File: config.mk
export PLATFORM = sky130hd
export DESIGN_NAME = trace_unit_id_registers
export DESIGN_NICKNAME = d
export VERILOG_FILES = /design/src/hw/trace_id_pkg.sv /design/src/hw/id_link_if.sv /design/src/hw/id_addr_decoder.sv /design/src/hw/id_word_builder.sv /design/src/hw/trace_unit_id_registers.sv
export VERILOG_INCLUDE_DIRS = /design/src /design/src/hw
export SDC_FILE = /design/constraint.sdc
export NUM_CORES = 1
export LEC_CHECK = 0
export CORE_MARGIN = 2
export CORE_UTILIZATION = 37
export DETAILED_ROUTE_END_ITERATION = 7
export DONT_BUFFER_PORTS = 1
export PLACE_DENSITY_LB_ADDON = 0.08
export SYNTH_ARGS = -nofsm -noshare
export SYNTH_HDL_FRONTEND = slang
export SYNTH_SLANG_ARGS = --single-unit
File: constraint.sdc
create_clock -name mclk -period 5.3 [get_ports mclk]
set_input_delay 0.265 -clock mclk [delete_from_list [all_inputs] [get_ports mclk]]
set_output_delay 0.265 -clock mclk [all_outputs]
set_load 0.005 [all_outputs]
File: src/hw/trace_id_regs.svh
// offsets, field positions and fixed values of the trace id register bank
`ifndef TRACE_ID_REGS_SVH
`define TRACE_ID_REGS_SVH
`define TID_ADDR_W 8
`define TID_ARCH_OFS 8'h00
`define TID_SIZE_OFS 8'h04
`define TID_CFG_OFS 8'h08
`define TID_CTRL_OFS 8'h10
`define TID_STAT_OFS 8'h14
`define TID_THRESH_OFS 8'h18
`define TID_DESIGNER_LSB 24
`define TID_RES1_LSB 12
`define TID_RES1_VAL 4'hf
`define TID_MAJOR_LSB 8
`define TID_MAJOR_VAL 4'h4
`define TID_MINOR_LSB 4
`define TID_MINOR_VAL 4'h5
`define TID_REVISION_LSB 0
`define TID_CCW_LSB 25
`define TID_CCW_BASE 12
`define TID_DVW_LSB 20
`define TID_DAW_LSB 15
`define TID_VMID_LSB 10
`define TID_CTX_LSB 5
`define TID_UNSUPP_VAL 5'h00
`define TID_IAW_LSB 0
`define TID_IAW_VAL 5'h04
`define TID_OVF_LSB 31
`define TID_OVF_VAL 1'h0
`define TID_PROC_LO_LSB 28
`define TID_PROC_HI_LSB 12
`define TID_SYSTEM_STALL_SUPPORT_LSB 27
`define TID_STALLREG_LSB 26
`define TID_SYNCFIX_LSB 25
`define TID_ERRTRACE_LSB 24
`define TID_FLAG_ON 1'h1
`define TID_NS_EL_LSB 20
`define TID_NS_EL_VAL 4'h0
`define TID_S_EL_LSB 16
`define TID_S_EL_VAL 4'h9
`define TID_MINCC_LSB 0
`define TID_MINCC_VAL 12'h004
`define TID_CTRL_RST 32'h00000000
`define TID_CTRL_STRICT_BIT 0
`define TID_CTRL_HOLD_BIT 1
`define TID_STAT_DECERR_BIT 16
`define TID_STAT_BELOW_BIT 17
`define TID_STAT_CLR_BIT 31
`define TID_COUNT_RST 16'h0000
`define TID_COUNT_MAX 16'hffff
`endif

File: src/hw/trace_id_pkg.sv
// types shared by the trace id register bank
package trace_id_pkg;
    // register selected by the decoder
    typedef enum logic [2:0] {
        SEL_NONE = 3'h0,
        SEL_ARCH = 3'h1,
        SEL_SIZE = 3'h2,
        SEL_CFG = 3'h3,
        SEL_CTRL = 3'h4,
        SEL_STAT = 3'h5,
        SEL_THRESH = 3'h6
    } reg_sel_t;
    // bus handshake states, gray along idle-lookup-answer
    typedef enum logic [1:0] {
        ST_IDLE = 2'h0,
        ST_LOOKUP = 2'h1,
        ST_ANSWER = 2'h3
    } bus_state_t;
    // avalon response codes
    typedef enum logic [1:0] {
        RESP_OKAY = 2'h0,
        RESP_SLVERR = 2'h2,
        RESP_DECERR = 2'h3
    } resp_t;
endpackage : trace_id_pkg

File: src/hw/id_link_if.sv
// words and decode signals passed between the bank's modules
`timescale 1ns/10ps
interface id_link_if;
    logic [31:0] archWord;
    logic [31:0] sizeWord;
    logic [31:0] cfgWord;
    logic [7:0] lookupAddr;
    trace_id_pkg::reg_sel_t sel;
    // word builder drives the constants
    modport rom (
        output archWord,
        output sizeWord,
        output cfgWord
    );
    // decoder turns an address into a selection
    modport dec (
        input lookupAddr,
        output sel
    );
    // bus core reads both
    modport core (
        input archWord,
        input sizeWord,
        input cfgWord,
        input sel,
        output lookupAddr
    );
endinterface : id_link_if

File: src/hw/id_addr_decoder.sv
// maps a byte address onto one register of the bank
`timescale 1ns/10ps
`include "trace_id_regs.svh"
module id_addr_decoder (
    id_link_if.dec link
);
    // a misaligned address hits nothing, so it answers as unmapped
    wire aligned = (link.lookupAddr[1:0] == 2'h0);
    wire hitArch = aligned & (link.lookupAddr == `TID_ARCH_OFS);
    wire hitSize = aligned & (link.lookupAddr == `TID_SIZE_OFS);
    wire hitCfg = aligned & (link.lookupAddr == `TID_CFG_OFS);
    wire hitCtrl = aligned & (link.lookupAddr == `TID_CTRL_OFS);
    wire hitStat = aligned & (link.lookupAddr == `TID_STAT_OFS);
    wire hitThresh = aligned & (link.lookupAddr == `TID_THRESH_OFS);

    // priority chain; hits are exclusive anyway
    assign link.sel = hitArch ? trace_id_pkg::SEL_ARCH :
        hitSize ? trace_id_pkg::SEL_SIZE :
        hitCfg ? trace_id_pkg::SEL_CFG :
        hitCtrl ? trace_id_pkg::SEL_CTRL :
        hitStat ? trace_id_pkg::SEL_STAT :
        hitThresh ? trace_id_pkg::SEL_THRESH :
        trace_id_pkg::SEL_NONE;
endmodule : id_addr_decoder

File: src/hw/id_word_builder.sv
// builds the three fixed identification words
`timescale 1ns/10ps
`include "trace_id_regs.svh"
module id_word_builder #(
    parameter logic [7:0] DESIGNER_CODE = 8'h5a, // arbitrary value
    parameter logic [3:0] REVISION_CODE = 4'h1, // arbitrary value
    parameter int CC_WIDTH = 12,
    parameter int PROC_COUNT = 1
) (
    id_link_if.rom link
);
    // or a value into a word at a bit position
    function automatic logic [31:0] put_field(
        input logic [31:0] word,
        input logic [31:0] value,
        input int lsb
    );
        put_field = word | (value << lsb);
    endfunction : put_field

    localparam logic [3:0] CC_CODE = 4'(CC_WIDTH - `TID_CCW_BASE);
    localparam logic [4:0] PROC_CODE = 5'(PROC_COUNT - 1);

    // architecture word, bits 23:16 stay zero
    assign link.archWord = put_field(put_field(put_field(put_field(
        put_field(32'h00000000, 32'(DESIGNER_CODE), `TID_DESIGNER_LSB),
        32'(`TID_RES1_VAL), `TID_RES1_LSB),
        32'(`TID_MAJOR_VAL), `TID_MAJOR_LSB),
        32'(`TID_MINOR_VAL), `TID_MINOR_LSB),
        32'(REVISION_CODE), `TID_REVISION_LSB);

    // size word, bits 31:29 stay zero
    assign link.sizeWord = put_field(put_field(put_field(put_field(
        put_field(put_field(32'h00000000,
        32'(CC_CODE), `TID_CCW_LSB),
        32'(`TID_UNSUPP_VAL), `TID_DVW_LSB),
        32'(`TID_UNSUPP_VAL), `TID_DAW_LSB),
        32'(`TID_UNSUPP_VAL), `TID_VMID_LSB),
        32'(`TID_UNSUPP_VAL), `TID_CTX_LSB),
        32'(`TID_IAW_VAL), `TID_IAW_LSB);

    // configuration word, bits 15:14 stay zero
    assign link.cfgWord = put_field(put_field(put_field(put_field(
        put_field(put_field(put_field(put_field(put_field(put_field(
        32'h00000000,
        32'(`TID_OVF_VAL), `TID_OVF_LSB),
        32'(PROC_CODE[2:0]), `TID_PROC_LO_LSB),
        32'(PROC_CODE[4:3]), `TID_PROC_HI_LSB),
        32'(`TID_FLAG_ON), `TID_SYSTEM_STALL_SUPPORT_LSB),
        32'(`TID_FLAG_ON), `TID_STALLREG_LSB),
        32'(`TID_FLAG_ON), `TID_SYNCFIX_LSB),
        32'(`TID_FLAG_ON), `TID_ERRTRACE_LSB),
        32'(`TID_NS_EL_VAL), `TID_NS_EL_LSB),
        32'(`TID_S_EL_VAL), `TID_S_EL_LSB),
        32'(`TID_MINCC_VAL), `TID_MINCC_LSB);
endmodule : id_word_builder

File: src/hw/trace_unit_id_registers.sv
// avalon-mm slave holding the trace unit identification bank
//
// Design decisions made here: the register offsets and the Avalon-MM slave port.
`timescale 1ns/10ps
`include "trace_id_regs.svh"
module trace_unit_id_registers #(
    parameter logic [7:0] DESIGNER_CODE = 8'h5a, // arbitrary value
    parameter logic [3:0] REVISION_CODE = 4'h1, // arbitrary value
    parameter int CC_WIDTH = 12,
    parameter int PROC_COUNT = 1
) (
    input wire logic mclk,
    input wire logic rst_n,
    input wire logic [7:0] address,
    input wire logic read,
    input wire logic write,
    input wire logic [31:0] writedata,
    input wire logic [3:0] byteenable,
    output logic [31:0] readdata,
    output logic [1:0] response,
    output logic waitrequest
);
    // merge written bytes into an old value under byte enables
    function automatic logic [31:0] merge_bytes(
        input logic [31:0] oldValue,
        input logic [31:0] newValue,
        input logic [3:0] enables
    );
        logic [31:0] result;
        result = oldValue;
        for (int i = 0; i < 4; i++)
        begin
            if (enables[i])
            begin
                result[i*8 +: 8] = newValue[i*8 +: 8];
            end
        end
        merge_bytes = result;
    endfunction : merge_bytes

    id_link_if link ();

    // fixed identification words
    id_word_builder #(
        .DESIGNER_CODE(DESIGNER_CODE),
        .REVISION_CODE(REVISION_CODE),
        .CC_WIDTH(CC_WIDTH),
        .PROC_COUNT(PROC_COUNT)
    ) u_words (
        .link(link)
    );

    // address to register selection
    id_addr_decoder u_decoder (
        .link(link)
    );

    // bus handshake state
    trace_id_pkg::bus_state_t state_reg;
    trace_id_pkg::bus_state_t state_next;

    // request captured in idle
    logic [7:0] addr_reg;
    logic [7:0] addr_next;
    logic isWrite_reg;
    logic isWrite_next;
    logic [31:0] wdata_reg;
    logic [31:0] wdata_next;
    logic [3:0] be_reg;
    logic [3:0] be_next;

    // software visible state
    logic [31:0] ctrl_reg;
    logic [31:0] ctrl_next;
    logic [15:0] count_reg;
    logic [15:0] count_next;
    logic decErr_reg;
    logic decErr_next;
    logic below_reg;
    logic below_next;
    logic [11:0] thresh_reg;
    logic [11:0] thresh_next;

    // answer flops feeding the outputs
    logic [31:0] rdata_reg;
    logic [31:0] rdata_next;
    logic [1:0] resp_reg;
    logic [1:0] resp_next;
    logic wait_reg;
    logic wait_next;

    // handshake decode
    wire idleNow = (state_reg == trace_id_pkg::ST_IDLE);
    wire lookupNow = (state_reg == trace_id_pkg::ST_LOOKUP);
    wire answerNow = (state_reg == trace_id_pkg::ST_ANSWER);
    wire requestNow = idleNow & (read | write);

    // register selection of the captured address
    assign link.lookupAddr = addr_reg;
    wire selArch = (link.sel == trace_id_pkg::SEL_ARCH);
    wire selSize = (link.sel == trace_id_pkg::SEL_SIZE);
    wire selCfg = (link.sel == trace_id_pkg::SEL_CFG);
    wire selCtrl = (link.sel == trace_id_pkg::SEL_CTRL);
    wire selStat = (link.sel == trace_id_pkg::SEL_STAT);
    wire selThresh = (link.sel == trace_id_pkg::SEL_THRESH);
    wire selNone = (link.sel == trace_id_pkg::SEL_NONE);
    wire selIdWord = selArch | selSize | selCfg;

    // write and unmapped-access strobes, each lasting the single lookup cycle
    wire writeNow = lookupNow & isWrite_reg;
    wire idWriteNow = writeNow & selIdWord;
    wire ctrlWriteNow = writeNow & selCtrl;
    wire statWriteNow = writeNow & selStat;
    wire threshWriteNow = writeNow & selThresh;
    wire unmappedNow = lookupNow & selNone;

    // control fields
    wire strictIdWrites = ctrl_reg[`TID_CTRL_STRICT_BIT];
    wire holdCount = ctrl_reg[`TID_CTRL_HOLD_BIT];

    // status write-one-to-clear requests, gated by byte lanes
    wire clrDecErr = statWriteNow & be_reg[2] &
        wdata_reg[`TID_STAT_DECERR_BIT];
    wire clrBelow = statWriteNow & be_reg[2] &
        wdata_reg[`TID_STAT_BELOW_BIT];
    wire clrCount = statWriteNow & be_reg[3] &
        wdata_reg[`TID_STAT_CLR_BIT];

    // threshold candidate; a too small value is raised to the floor
    wire [31:0] threshMerged = merge_bytes({20'h00000, thresh_reg},
        wdata_reg, be_reg);
    wire threshTooLow = (threshMerged[31:12] == 20'h00000) &
        (threshMerged[11:0] < `TID_MINCC_VAL);
    wire [11:0] threshAccepted = (threshMerged[31:12] != 20'h00000) ?
        12'hfff : threshMerged[11:0];

    // ignored-write counter saturates so it never wraps to zero
    wire countCanStep = ~holdCount & (count_reg != `TID_COUNT_MAX);
    wire countStep = idWriteNow & countCanStep;
    wire [15:0] countBase = clrCount ? `TID_COUNT_RST : count_reg;

    // status word layout
    wire [31:0] statWord = {14'h0000, below_reg, decErr_reg, count_reg};

    // read value of the selected register
    wire [31:0] readValue = selArch ? link.archWord :
        selSize ? link.sizeWord :
        selCfg ? link.cfgWord :
        selCtrl ? ctrl_reg :
        selStat ? statWord :
        selThresh ? {20'h00000, thresh_reg} :
        32'h00000000;

    // response code; id words reject writes only when strict is set
    wire [1:0] respValue = selNone ? trace_id_pkg::RESP_DECERR :
        (idWriteNow & strictIdWrites) ? trace_id_pkg::RESP_SLVERR :
        trace_id_pkg::RESP_OKAY;

    // next state: idle, lookup, answer for one cycle, back to idle
    assign state_next = requestNow ? trace_id_pkg::ST_LOOKUP :
        lookupNow ? trace_id_pkg::ST_ANSWER :
        answerNow ? trace_id_pkg::ST_IDLE :
        trace_id_pkg::ST_IDLE;

    // capture the request only in idle so it stays steady
    assign addr_next = requestNow ? address : addr_reg;
    assign isWrite_next = requestNow ? write : isWrite_reg;
    assign wdata_next = requestNow ? writedata : wdata_reg;
    assign be_next = requestNow ? byteenable : be_reg;

    // control register is the only plain read-write word
    assign ctrl_next = ctrlWriteNow ?
        merge_bytes(ctrl_reg, wdata_reg, be_reg) : ctrl_reg;

    // id word writes leave the words alone and only bump the count, unless hold is set or the count is saturated
    assign count_next = countBase + {15'h0000, countStep};

    // sticky flags: a new event wins over a clear in the same cycle
    assign decErr_next = unmappedNow | (decErr_reg & ~clrDecErr);
    assign below_next = (threshWriteNow & threshTooLow) |
        (below_reg & ~clrBelow);

    // threshold never holds less than the documented floor
    assign thresh_next = ~threshWriteNow ? thresh_reg :
        threshTooLow ? `TID_MINCC_VAL : threshAccepted;

    // answer flops: data and response settle as waitrequest drops
    assign rdata_next = (lookupNow & ~isWrite_reg) ? readValue :
        lookupNow ? 32'h00000000 : rdata_reg;
    assign resp_next = lookupNow ? respValue : resp_reg;
    assign wait_next = ~lookupNow;

    // handshake and request capture
    always_ff @(posedge mclk)
    begin
        if (!rst_n)
        begin
            state_reg <= trace_id_pkg::ST_IDLE;
            addr_reg <= 8'h00;
            isWrite_reg <= 1'b0;
            wdata_reg <= 32'h00000000;
            be_reg <= 4'h0;
        end
        else
        begin
            state_reg <= state_next;
            addr_reg <= addr_next;
            isWrite_reg <= isWrite_next;
            wdata_reg <= wdata_next;
            be_reg <= be_next;
        end
    end

    // software visible state
    always_ff @(posedge mclk)
    begin
        if (!rst_n)
        begin
            ctrl_reg <= `TID_CTRL_RST;
            count_reg <= `TID_COUNT_RST;
            decErr_reg <= 1'b0;
            below_reg <= 1'b0;
            thresh_reg <= `TID_MINCC_VAL;
        end
        else
        begin
            ctrl_reg <= ctrl_next;
            count_reg <= count_next;
            decErr_reg <= decErr_next;
            below_reg <= below_next;
            thresh_reg <= thresh_next;
        end
    end

    // answer flops; waitrequest idles high, even in reset
    always_ff @(posedge mclk)
    begin
        if (!rst_n)
        begin
            rdata_reg <= 32'h00000000;
            resp_reg <= trace_id_pkg::RESP_OKAY;
            wait_reg <= 1'b1;
        end
        else
        begin
            rdata_reg <= rdata_next;
            resp_reg <= resp_next;
            wait_reg <= wait_next;
        end
    end

    // outputs straight from flops
    assign readdata = rdata_reg;
    assign response = resp_reg;
    assign waitrequest = wait_reg;
endmodule : trace_unit_id_registers

== After elaboration in Yosys (flattened, before gate mapping) ==
Index checks and enable logic that the tools add are counted.

* Register bits after elaboration: 144
* Bits of input ports: 48
* Output and inout bits: 35
* Word-level logic and storage cells: 106

* $add $sub $neg: 1
* Magnitude comparators: 1
* Eq/ne operators: 13
* Muxes and demuxes: 25
* Bitwise gates (word level): 37
* Reductions and logical operators: 12

{| class="wikitable"
|+ Operators by type and width
! operator !! count
|-
| 32-bit 2-to-1 mux || 6
|-
| 12-bit 2-to-1 mux || 3
|-
| 8-bit 2-to-1 mux || 4
|-
| 1-bit bitwise AND || 26
|-
| 8-bit by 5-bit equality test with 1-bit output (second input constant) || 3
|-
| 20-bit zero test || 1
|-
| 20-bit nonzero test || 1
|-
| 18-bit 2-to-1 mux || 1
|-
| 3-bit 2-to-1 mux || 6
|-
| 16-bit by 1-bit adder with 16-bit output || 1
|-
| 16-bit 2-to-1 mux || 1
|-
| 16-bit inequality test (second input constant) || 1
|-
| 12-bit by 3-bit less-than comparator with 1-bit output (second input constant) || 1
|-
| 3-bit equality test (second input constant) || 3
|-
| 8-bit by 3-bit equality test with 1-bit output (second input constant) || 1
|-
| 8-bit by 4-bit equality test with 1-bit output (second input constant) || 1
|-
| 8-bit zero test || 1
|-
| 2-bit AND reduction || 4
|-
| 3-bit by 2-bit equality test with 1-bit output (second input constant) || 2
|-
| 2-bit 2-to-1 mux || 3
|-
| 1-bit NOT || 6
|-
| 1-bit bitwise OR || 5
|-
| 2-bit zero test || 2
|-
| 3-bit by 1-bit equality test with 1-bit output (second input constant) || 1
|-
| other kinds (5) || 5
|}

== Logic depth before layout (Yosys ltp) ==
Gate-level depths: netlist (run 1).

* Word-level depth: 16
* Depth in mapped cells: 11
* Gate-level depth less buffers: 11

== Modules after synthesis ==
A second synthesis (run 1) with hierarchy kept.

* Cells, all modules: 896
* Area, all modules: 7434.6 µm²

{| class="wikitable"
|+ Modules (own cells, without submodules)
! module !! times used !! cells each !! area each (µm²) !! sequential area each (µm²)
|-
| trace_unit_id_registers || 1 || 789 || 6632.6 || 2882.8
|-
| id_word_builder || 1 || 98 || 728.2 || 0.0
|-
| id_addr_decoder || 1 || 9 || 73.8 || 0.0
|}

== Least setup slack after synthesis (run 1) ==
Ideal clock, no wire load.

* Path kind: register -> register
* Start point: register addr_reg[3]
* End point: register count_reg[10]
* Setup time: 128 ps
* Arrival time: 2244 ps
* Data required time: 5172 ps
* Setup slack: 2929 ps
* Stages on the path, launching flop included: 12
* Buffers on the path: 0
* Period minus slack after synthesis: 2371 ps
* Cells stage by stage: dfxtp_1 -> or4b_1 -> nand2b_1 -> nand3_1 -> nor3_1 -> ha_1 -> ha_1 -> nand2_1 -> nor2_1 -> and4_1 -> xnor2_1 -> nor2_1

* Word-level cells in the longest chain between the ends: 14
* Elaborated cells between the ends (all ways): 31
* Those cells by class: add/sub (1); eq/ne (9); mux (7); bitwise (13); reduce/logical (1)

{| class="wikitable"
|+ RTL lines
! element !! RTL line !! text
|-
| from (decl) || trace_unit_id_registers.sv:63 || <nowiki>logic [7:0] addr_reg;</nowiki>
|-
| from (signal assigned) || trace_unit_id_registers.sv:207 || <nowiki>addr_reg <= addr_next;</nowiki>
|-
| 8-bit by 5-bit equality test with 1-bit output (no line) || - ||
|-
| 1-bit bitwise AND || id_addr_decoder.sv:14 || <nowiki>wire hitThresh = aligned & (link.lookupAddr == `TID_THRESH_OFS);</nowiki>
|-
| 3-bit 2-to-1 mux || id_addr_decoder.sv:22 || <nowiki>hitThresh ? trace_id_pkg::SEL_THRESH :</nowiki>
|-
| 3-bit 2-to-1 mux || id_addr_decoder.sv:21 || <nowiki>hitStat ? trace_id_pkg::SEL_STAT :</nowiki>
|-
| 3-bit 2-to-1 mux || id_addr_decoder.sv:20 || <nowiki>hitCtrl ? trace_id_pkg::SEL_CTRL :</nowiki>
|-
| 3-bit 2-to-1 mux || id_addr_decoder.sv:19 || <nowiki>hitCfg ? trace_id_pkg::SEL_CFG :</nowiki>
|-
| 3-bit 2-to-1 mux || id_addr_decoder.sv:18 || <nowiki>hitSize ? trace_id_pkg::SEL_SIZE :</nowiki>
|-
| 3-bit 2-to-1 mux * || id_addr_decoder.sv:17 || <nowiki>assign link.sel = hitArch ? trace_id_pkg::SEL_ARCH :</nowiki>
|-
| 3-bit equality test, or another cell as far along || trace_unit_id_registers.sv:104 || <nowiki>wire selStat = (link.sel == trace_id_pkg::SEL_STAT);</nowiki>
|-
| 1-bit bitwise AND or 1-bit bitwise OR (tied branches) || trace_unit_id_registers.sv:113, trace_unit_id_registers.sv:107 ||
|-
| 1-bit bitwise AND or 1-bit bitwise OR (tied branches) || trace_unit_id_registers.sv:126, trace_unit_id_registers.sv:107 ||
|-
| 1-bit bitwise AND (on tied branches) || trace_unit_id_registers.sv:126, trace_unit_id_registers.sv:111 ||
|-
| 16-bit 2-to-1 mux or 1-bit bitwise AND (tied branches) || trace_unit_id_registers.sv:140, trace_unit_id_registers.sv:139 ||
|-
| 16-bit by 1-bit adder with 16-bit output * || trace_unit_id_registers.sv:176 || <nowiki>assign count_next = countBase + {15'h0000, countStep};</nowiki>
|-
| to (signal assigned) || trace_unit_id_registers.sv:220 || <nowiki>count_reg <= `TID_COUNT_RST;</nowiki>
|-
| to (signal assigned) || trace_unit_id_registers.sv:228 || <nowiki>count_reg <= count_next;</nowiki>
|-
| to (decl) || trace_unit_id_registers.sv:75 || <nowiki>logic [15:0] count_reg;</nowiki>
|}

Every way passes the cells marked *; elsewhere a longest branch is shown, timed or not.
A chain may end at the register's enable or synchronous reset.

== Final worst setup path (run 1) ==
Ends and elaborated chain as after synthesis.

==> summary.txt, run 1 <==
Floorplanning
  • Site Rows: 45
  • Total die area: 16,200 um^2
  • IO Pins: 83
  • Die Wd: 127 um
  • CORE AREA: 15,000 um^2
  • Initial Util: 37.5%
  • Die height: 127 um

Power
  • Overall Power: 0.00277 W
  • Peak supply drop: 0.276 mV
  • Leak: 2.35 nW
  • Power per standard cell area: 408 nW/um^2

GRT
  • Initial antenna violation count: 0
  • GRT Util Overall: 19.7%
  • Top Usage Layer GRT: met1
  • GR Util met2: 27.0%
  • Vias in the first global route: 4,373
  • M3 GR Usage: 5.36%
  • Remaining Overflow, GRT: 0
  • First-pass GRT wire length: 24,700 um
  • Largest net degree at the start of global routing: 53
  • Met1 Usage GRT: 29.9%

Min path
  • Worst hold stages: 2
  • Worst Hold End: addr_reg[3]
  • Worst min-delay path class: input pin to flip-flop
  • Min-delay src: address[3]

Outcome
  • Status: complete, no violations

STA
  • Final setup fails: 0
  • Setup skew after layout: 0.00786 ns
  • Final Hold Vio Count: 0
  • Slew headroom: 33.8%
  • Sum Neg Setup Slack: 0 ns
  • Slew Limit Fails: 0
  • Worst Tran Pin Value: 0.985 ns
  • RSZ-0062 raised after global routing: no
  • Fin crit period: 2.70 ns
  • Final critical-path share of the clock period: 50.9%
  • Max Clk Rate: 0.370 GHz

Critical path
  • Worst path required time: 5.61 ns
  • Worst Setup Start Kind: flip-flop
  • Reg2reg start: addr_reg[3]
  • Worst R2R Path Depth: 11
  • Crit. End Element: flip-flop
  • Crit Path Class: flip-flop to flip-flop
  • Arr. time, crit path: 3.01 ns
  • Crit path max fanout: 7
  • Reg2reg end: count_reg[10]
  • R2R Setup Slk: 2.60 ns

Clocking
  • Hold_buf cts: 42
  • Clock latency on the worst-skew pair: 0.42 ns
  • Htree depth: 4
  • Clock buffer depth: 2
  • CTS tree: done
  • CTS buffer count: 17
  • Clock Root Buffer: clkbuf_16
  • Clock transition at path regs: 0.06 ns
  • # Post-CTS Setup Buffers: 0
  • Post-CTS resize count: 0
  • CTS Sinks: 144

Logic synthesis
  • Synthesized area: 5640 um^2
  • Synth warn: 0
  • Post-synthesis async set-or-reset flop share: 0%
  • Most used DFF post-synth: dfxtp_1
  • Post-synth EDFFs: 0
  • Syn nets: 708
  • Post-synthesis sequential area ratio: 51.1%
  • Syn_area_per_cell: 8.57 um^2
  • Post-synth cell types: 56
  • FF+latch count, synth: 144
  • Cells after Synth: 658

Route
  • DR iter-0 viols: 432
  • Pre-antenna DRT Iters: 6
  • Final WL: 15,600 um
  • Wire per inst: 17.6 um
  • DR vias/cell: 5.42
  • Residual DRC count: 0
  • Detail Route Antenna Nets: 0
  • Via count: 4,810

Cells and area
  • Most frequent cells in the layout: nand2_1, dfxtp_1, a21oi_1, dlygate4sd3_1, nand3_1
  • Fraction of layout cells with a size suffix above 1: 7.87%
  • Most common cell after layout, fill and taps aside: nand2_1
  • Fill cells: 1,513
  • Layout area overhead: 20.5%
  • Final nets: 737
  • Ant. Diodes: 0

Placement
  • Routability congestion estimate: 0.816
  • IO Port Bufs: 0
  • Post-DP HPWL: 11,100 um

Flow run
  • Max_cap viols: 0
per-stage QoR:
stage / std cells / hold WS, ns / instance area [um^2] / utilization [%] / worst slack, ns
6_report: 887 / 0.0368 / 6800 / 45.2 / 2.60
3_5_place_dp: 814 / 0.398 / 5770 / 38.4 / 2.61
2_1_floorplan: 658 / 0.401 / 5640 / - / 2.93
3_3_place_gp: 814 / 0.390 / 5770 / 38.4 / 2.68
5_1_grt: 887 / 0.0364 / 6800 / 45.2 / 2.40
4_1_cts: 887 / 0.00979 / 6800 / 45.2 / 2.60
critical path: stages (launching register included):
cell and delay, ns:
dfxtp_1 0.43, or4b_1 0.57, nand2b_1 0.14, nand3_1 0.13, nor3_1 0.19, ha_1 0.20
ha_1 0.21, nand2_1 0.09, nor2_1 0.22, and4_1 0.24, xnor2_1 0.12, nor2_1 0.05
how the worst max path moves through the flow:
stage / startpoint / to / slack, ns
3_5_place_dp: addr_reg[3] / count_reg[10] / 2.61
5_1_grt: addr_reg[3] / count_reg[10] / 2.40
2_1_floorplan: addr_reg[3] / count_reg[10] / 2.93
3_3_place_gp: addr_reg[3] / count_reg[10] / 2.68
4_1_cts: addr_reg[3] / count_reg[10] / 2.60
6_report: addr_reg[3] / count_reg[10] / 2.60
area by class of cell:
class	instances	area [um^2]	share of cell area, %
flip-flops and latches	144	2880	42.4
multi-input cells	468	2580	37.9
repair buffers	49	473	6.96
clock buffers	20	437	6.42
well taps	188	235	3.46
clock inverters	11	165	2.43
inverters	7	26.3	0.387
per-layer routing:
| layer | share of wire (%) | vias up |
|---|---|---|
| met4 | 1.5 | 0 |
| met5 | 0 | - |
| met3 | 5.4 | 20 |
| met1 | 52 | 2245 |
| met2 | 41 | 134 |
| li1 | - | 2411 |
logic make-up after synthesis:
logic type	after synthesis	share of synthesized area (%)
fa+ha+maj	2	0.444
xor+xnor	15	2.33
flops	144	51.1
compound gates	176	20.4
simple gates	275	22.4
buf+inv	46	3.31
power breakdown:
group	leakage [nW]	internal (W)	switching, W
Combinational	0.899	0.000107	0.000199
Clock	0.282	0.000782	0.000455
Sequential	1.17	0.00115	0.0000788
Yosys cell counts, types with 5 or more instances:
library cell  count  share of area, %
o221a_2           6               1.2
a22o_1            8               1.2
buf_2             5              0.44
xor2_1            8               1.2
dfxtp_1         144                51
nand4_1           8              0.89
nor3_1           11              0.98
a222oi_1         11               2.0
clkbuf_1         31               2.1
a221oi_1          5              0.78
a21oi_1          91               8.1
inv_1             6              0.40
o21ai_0          27               2.4
nor2_1           28               1.9
nand3_1          39               3.5
xnor2_1           7               1.1
nand2_1         152                10
or4_1             5              0.67
Note: power is estimated with default switching activity, not from simulation.
==> inputs of run 2 (changes only) <==
==> constraint.sdc (replaced) <==
create_clock -name mclk -period 2.7 [get_ports mclk]
set_input_delay 0.135 -clock mclk [delete_from_list [all_inputs] [get_ports mclk]]
set_output_delay 0.135 -clock mclk [all_outputs]
set_load 0.005 [all_outputs]
==> summary.txt, run 2 (same netlist as run 1, synthesis figures left out) <==
Outcome
  • Status: complete, no violations (unchanged)

STA
  • Final setup fails: 0 (unchanged)
  • Sum Neg Setup Slack: 0 ns (unchanged)
  • Fin crit period: 2.54 ns (was 2.70 ns)
  • Slew headroom: 46.8% (was 33.8%)
  • RSZ-0062 raised after global routing: no (unchanged)
  • Slew Limit Fails: 0 (unchanged)
  • Setup skew after layout: 0.0120 ns (was 0.00786 ns)
  • Final critical-path share of the clock period: 94.1% (was 50.9%)
  • Worst Tran Pin Value: 0.792 ns (was 0.985 ns)
  • Final Hold Vio Count: 0 (unchanged)
  • Max Clk Rate: 0.394 GHz (was 0.370 GHz)

GRT
  • Remaining Overflow, GRT: 0 (unchanged)
  • First-pass GRT wire length: 25,600 um (was 24,700 um)
  • Initial antenna violation count: 0 (unchanged)
  • Largest net degree at the start of global routing: 45 (was 53)
  • GRT Util Overall: 20.4% (was 19.7%)
  • Vias in the first global route: 4,604 (was 4,373)

Flow run
  • Max_cap viols: 0 (unchanged)

Route
  • Pre-antenna DRT Iters: 6 (unchanged)
  • DR iter-0 viols: 420 (was 432)
  • Final WL: 15,600 um (about the same)
  • Wire per inst: 17.3 um (was 17.6 um)
  • DR vias/cell: 5.41 (was 5.42)
  • Via count: 4,892 (was 4,810)
  • Detail Route Antenna Nets: 0 (unchanged)
  • Residual DRC count: 0 (unchanged)

Min path
  • Worst min-delay path class: input pin to flip-flop (unchanged)

Clocking
  • CTS Sinks: 144 (unchanged)
  • Clock latency on the worst-skew pair: 0.42 ns (about the same)
  • Clock Root Buffer: clkbuf_16 (unchanged)
  • CTS buffer count: 17 (unchanged)
  • Clock transition at path regs: 0.06 ns (about the same)
  • # Post-CTS Setup Buffers: 0 (unchanged)
  • Clock buffer depth: 2 (unchanged)
  • CTS tree: done (unchanged)
  • Htree depth: 4 (unchanged)

Critical path
  • Crit Path Class: flip-flop to flip-flop (unchanged)
  • Crit path cell chain: or4b_1, nand2b_1, nand3_1, nor3_1, ha_1, ha_1, nand2_1, nor2_2, and4_1, xnor2_1, nor2_1 (was or4b_1, nand2b_1, nand3_1, nor3_1, ha_1, ha_1, nand2_1, nor2_1, and4_1, xnor2_1, nor2_1)
  • CP max stage cell: or4b_1 (unchanged)
  • Arr. time, crit path: 2.85 ns (was 3.01 ns)
  • Crit. End Element: flip-flop (unchanged)
  • Worst Setup Start Kind: flip-flop (unchanged)
  • Number of buffers and inverters on the critical path: 0 (unchanged)
  • Worst path required time: 3.01 ns (was 5.61 ns)
  • CP peak stage delay: 0.50 ns (was 0.57 ns)
  • Cell family with most CP delay: simple AND/OR/NAND/NOR gates (unchanged)
  • Most used cell, CP: ha_1
  • Crit path max fanout: 7 (unchanged)

Floorplanning
  • Total die area: 16,200 um^2 (unchanged)
  • Die Wd: 127 um (unchanged)
  • Initial Util: 37.5% (unchanged)
  • Site Rows: 45 (unchanged)
  • CORE AREA: 15,000 um^2 (unchanged)
  • IO Pins: 83 (unchanged)
  • Die height: 127 um (unchanged)

Cells and area
  • Most frequent cells in the layout: nand2_1, dfxtp_1, a21oi_1, dlygate4sd3_1, nand3_1 (unchanged)
  • Most common cell after layout, fill and taps aside: nand2_1 (unchanged)
  • Fraction of layout cells with a size suffix above 1: 9.62% (was 7.87%)
  • Utilization after layout: 46.4% (was 45.2%)
  • Layout area overhead: 23.8% (was 20.5%)
  • Final nets: 755 (was 737)
  • Cell area after layout: 6980 um^2 (was 6800 um^2)
  • Ant. Diodes: 0 (unchanged)

Power
  • Power per standard cell area: 803 nW/um^2 (was 408 nW/um^2)
  • Peak supply drop: 0.427 mV (was 0.276 mV)
  • Leak: 2.46 nW (was 2.35 nW)

Placement
  • IO Port Bufs: 0 (unchanged)
  • Placed inst area: 5870 um^2 (was 5770 um^2)
  • Post-DP HPWL: 11,300 um (was 11,100 um)
  • Routability congestion estimate: 0.871 (was 0.816)
[run 2: changes by cell type in the layout (fill, tap and decap cells not counted)]
cell / change
buf_4: +13
dlygate4sd3_1: +5
clkinvlp_4: -3
clkinv_4: +2
bufinv_16: +1
clkbuf_8: +1
clkinv_2: -1
nor2_1: -1
nor2_2: +1
[run 2: where the power goes]
part	switching (W)	total [W]	internal, W
combinational	0.000408	0.000647	0.000239
sequential	0.000147	0.00240	0.00225
clock	0.000895	0.00255	0.00166
[run 2: layout make-up]
cell class / count / area [um^2]
fill: 1442 / 8050
clock buffer: 21 / 450
multi-input combinational: 468 / 2580
inverter: 7 / 26.3
tap: 188 / 235
sequential: 144 / 2880
clock inverter: 10 / 185
timing repair buffer: 67 / 621
[run 2: path summary, 6_finish.rpt]
kind,depth (start not counted),endpoint,slack (ns),startpoint
setup / recovery,11,count_reg[10],0.16,addr_reg[3]
hold / removal,3,count_reg[15],0.08,rst_n
setup reg to reg,11,count_reg[10],0.16,addr_reg[3]
hold reg to reg,2,ctrl_reg[31],0.45,ctrl_reg[31]
[run 2: repair_timing]
action,4_1_cts,5_1_grt
hold endpoints to repair,51,0
hold buffers,47,0
gates resized for setup,0,1
endpoints found under the setup margin,0,2
[run 2: metrics by stage]
step,instances,total power [W],hold slack [ns],setup slack [ns]
global route,905,0.00585,0.0963,0.0103
CTS,905,0.00564,0.0683,0.122
detailed placement,827,0.00303,0.264,0.125
floorplan,658,0.00283,0.271,0.329
global placement,827,0.00302,0.260,0.220
finish,905,0.00560,0.0781,0.160
[run 2: worst reg2reg max path, delay by kind of cell (launching register included)]
family / cells / cell delay [ns]
xor gates and xnor gates: 1 / 0.12
adders and majority gates: 2 / 0.43
DFF: 1 / 0.45
and+or+nand+nor: 8 / 1.45
[run 2: metal layers]
layer | track usage, % | up-vias | routed length (um)
met5 | 0 | - | 0
met4 | 6.08 | 0 | 195
met3 | 5.74 | 12 | 853
met2 | 28.3 | 133 | 6490
met1 | 30.4 | 2312 | 8100
li1 | - | 2435 | -
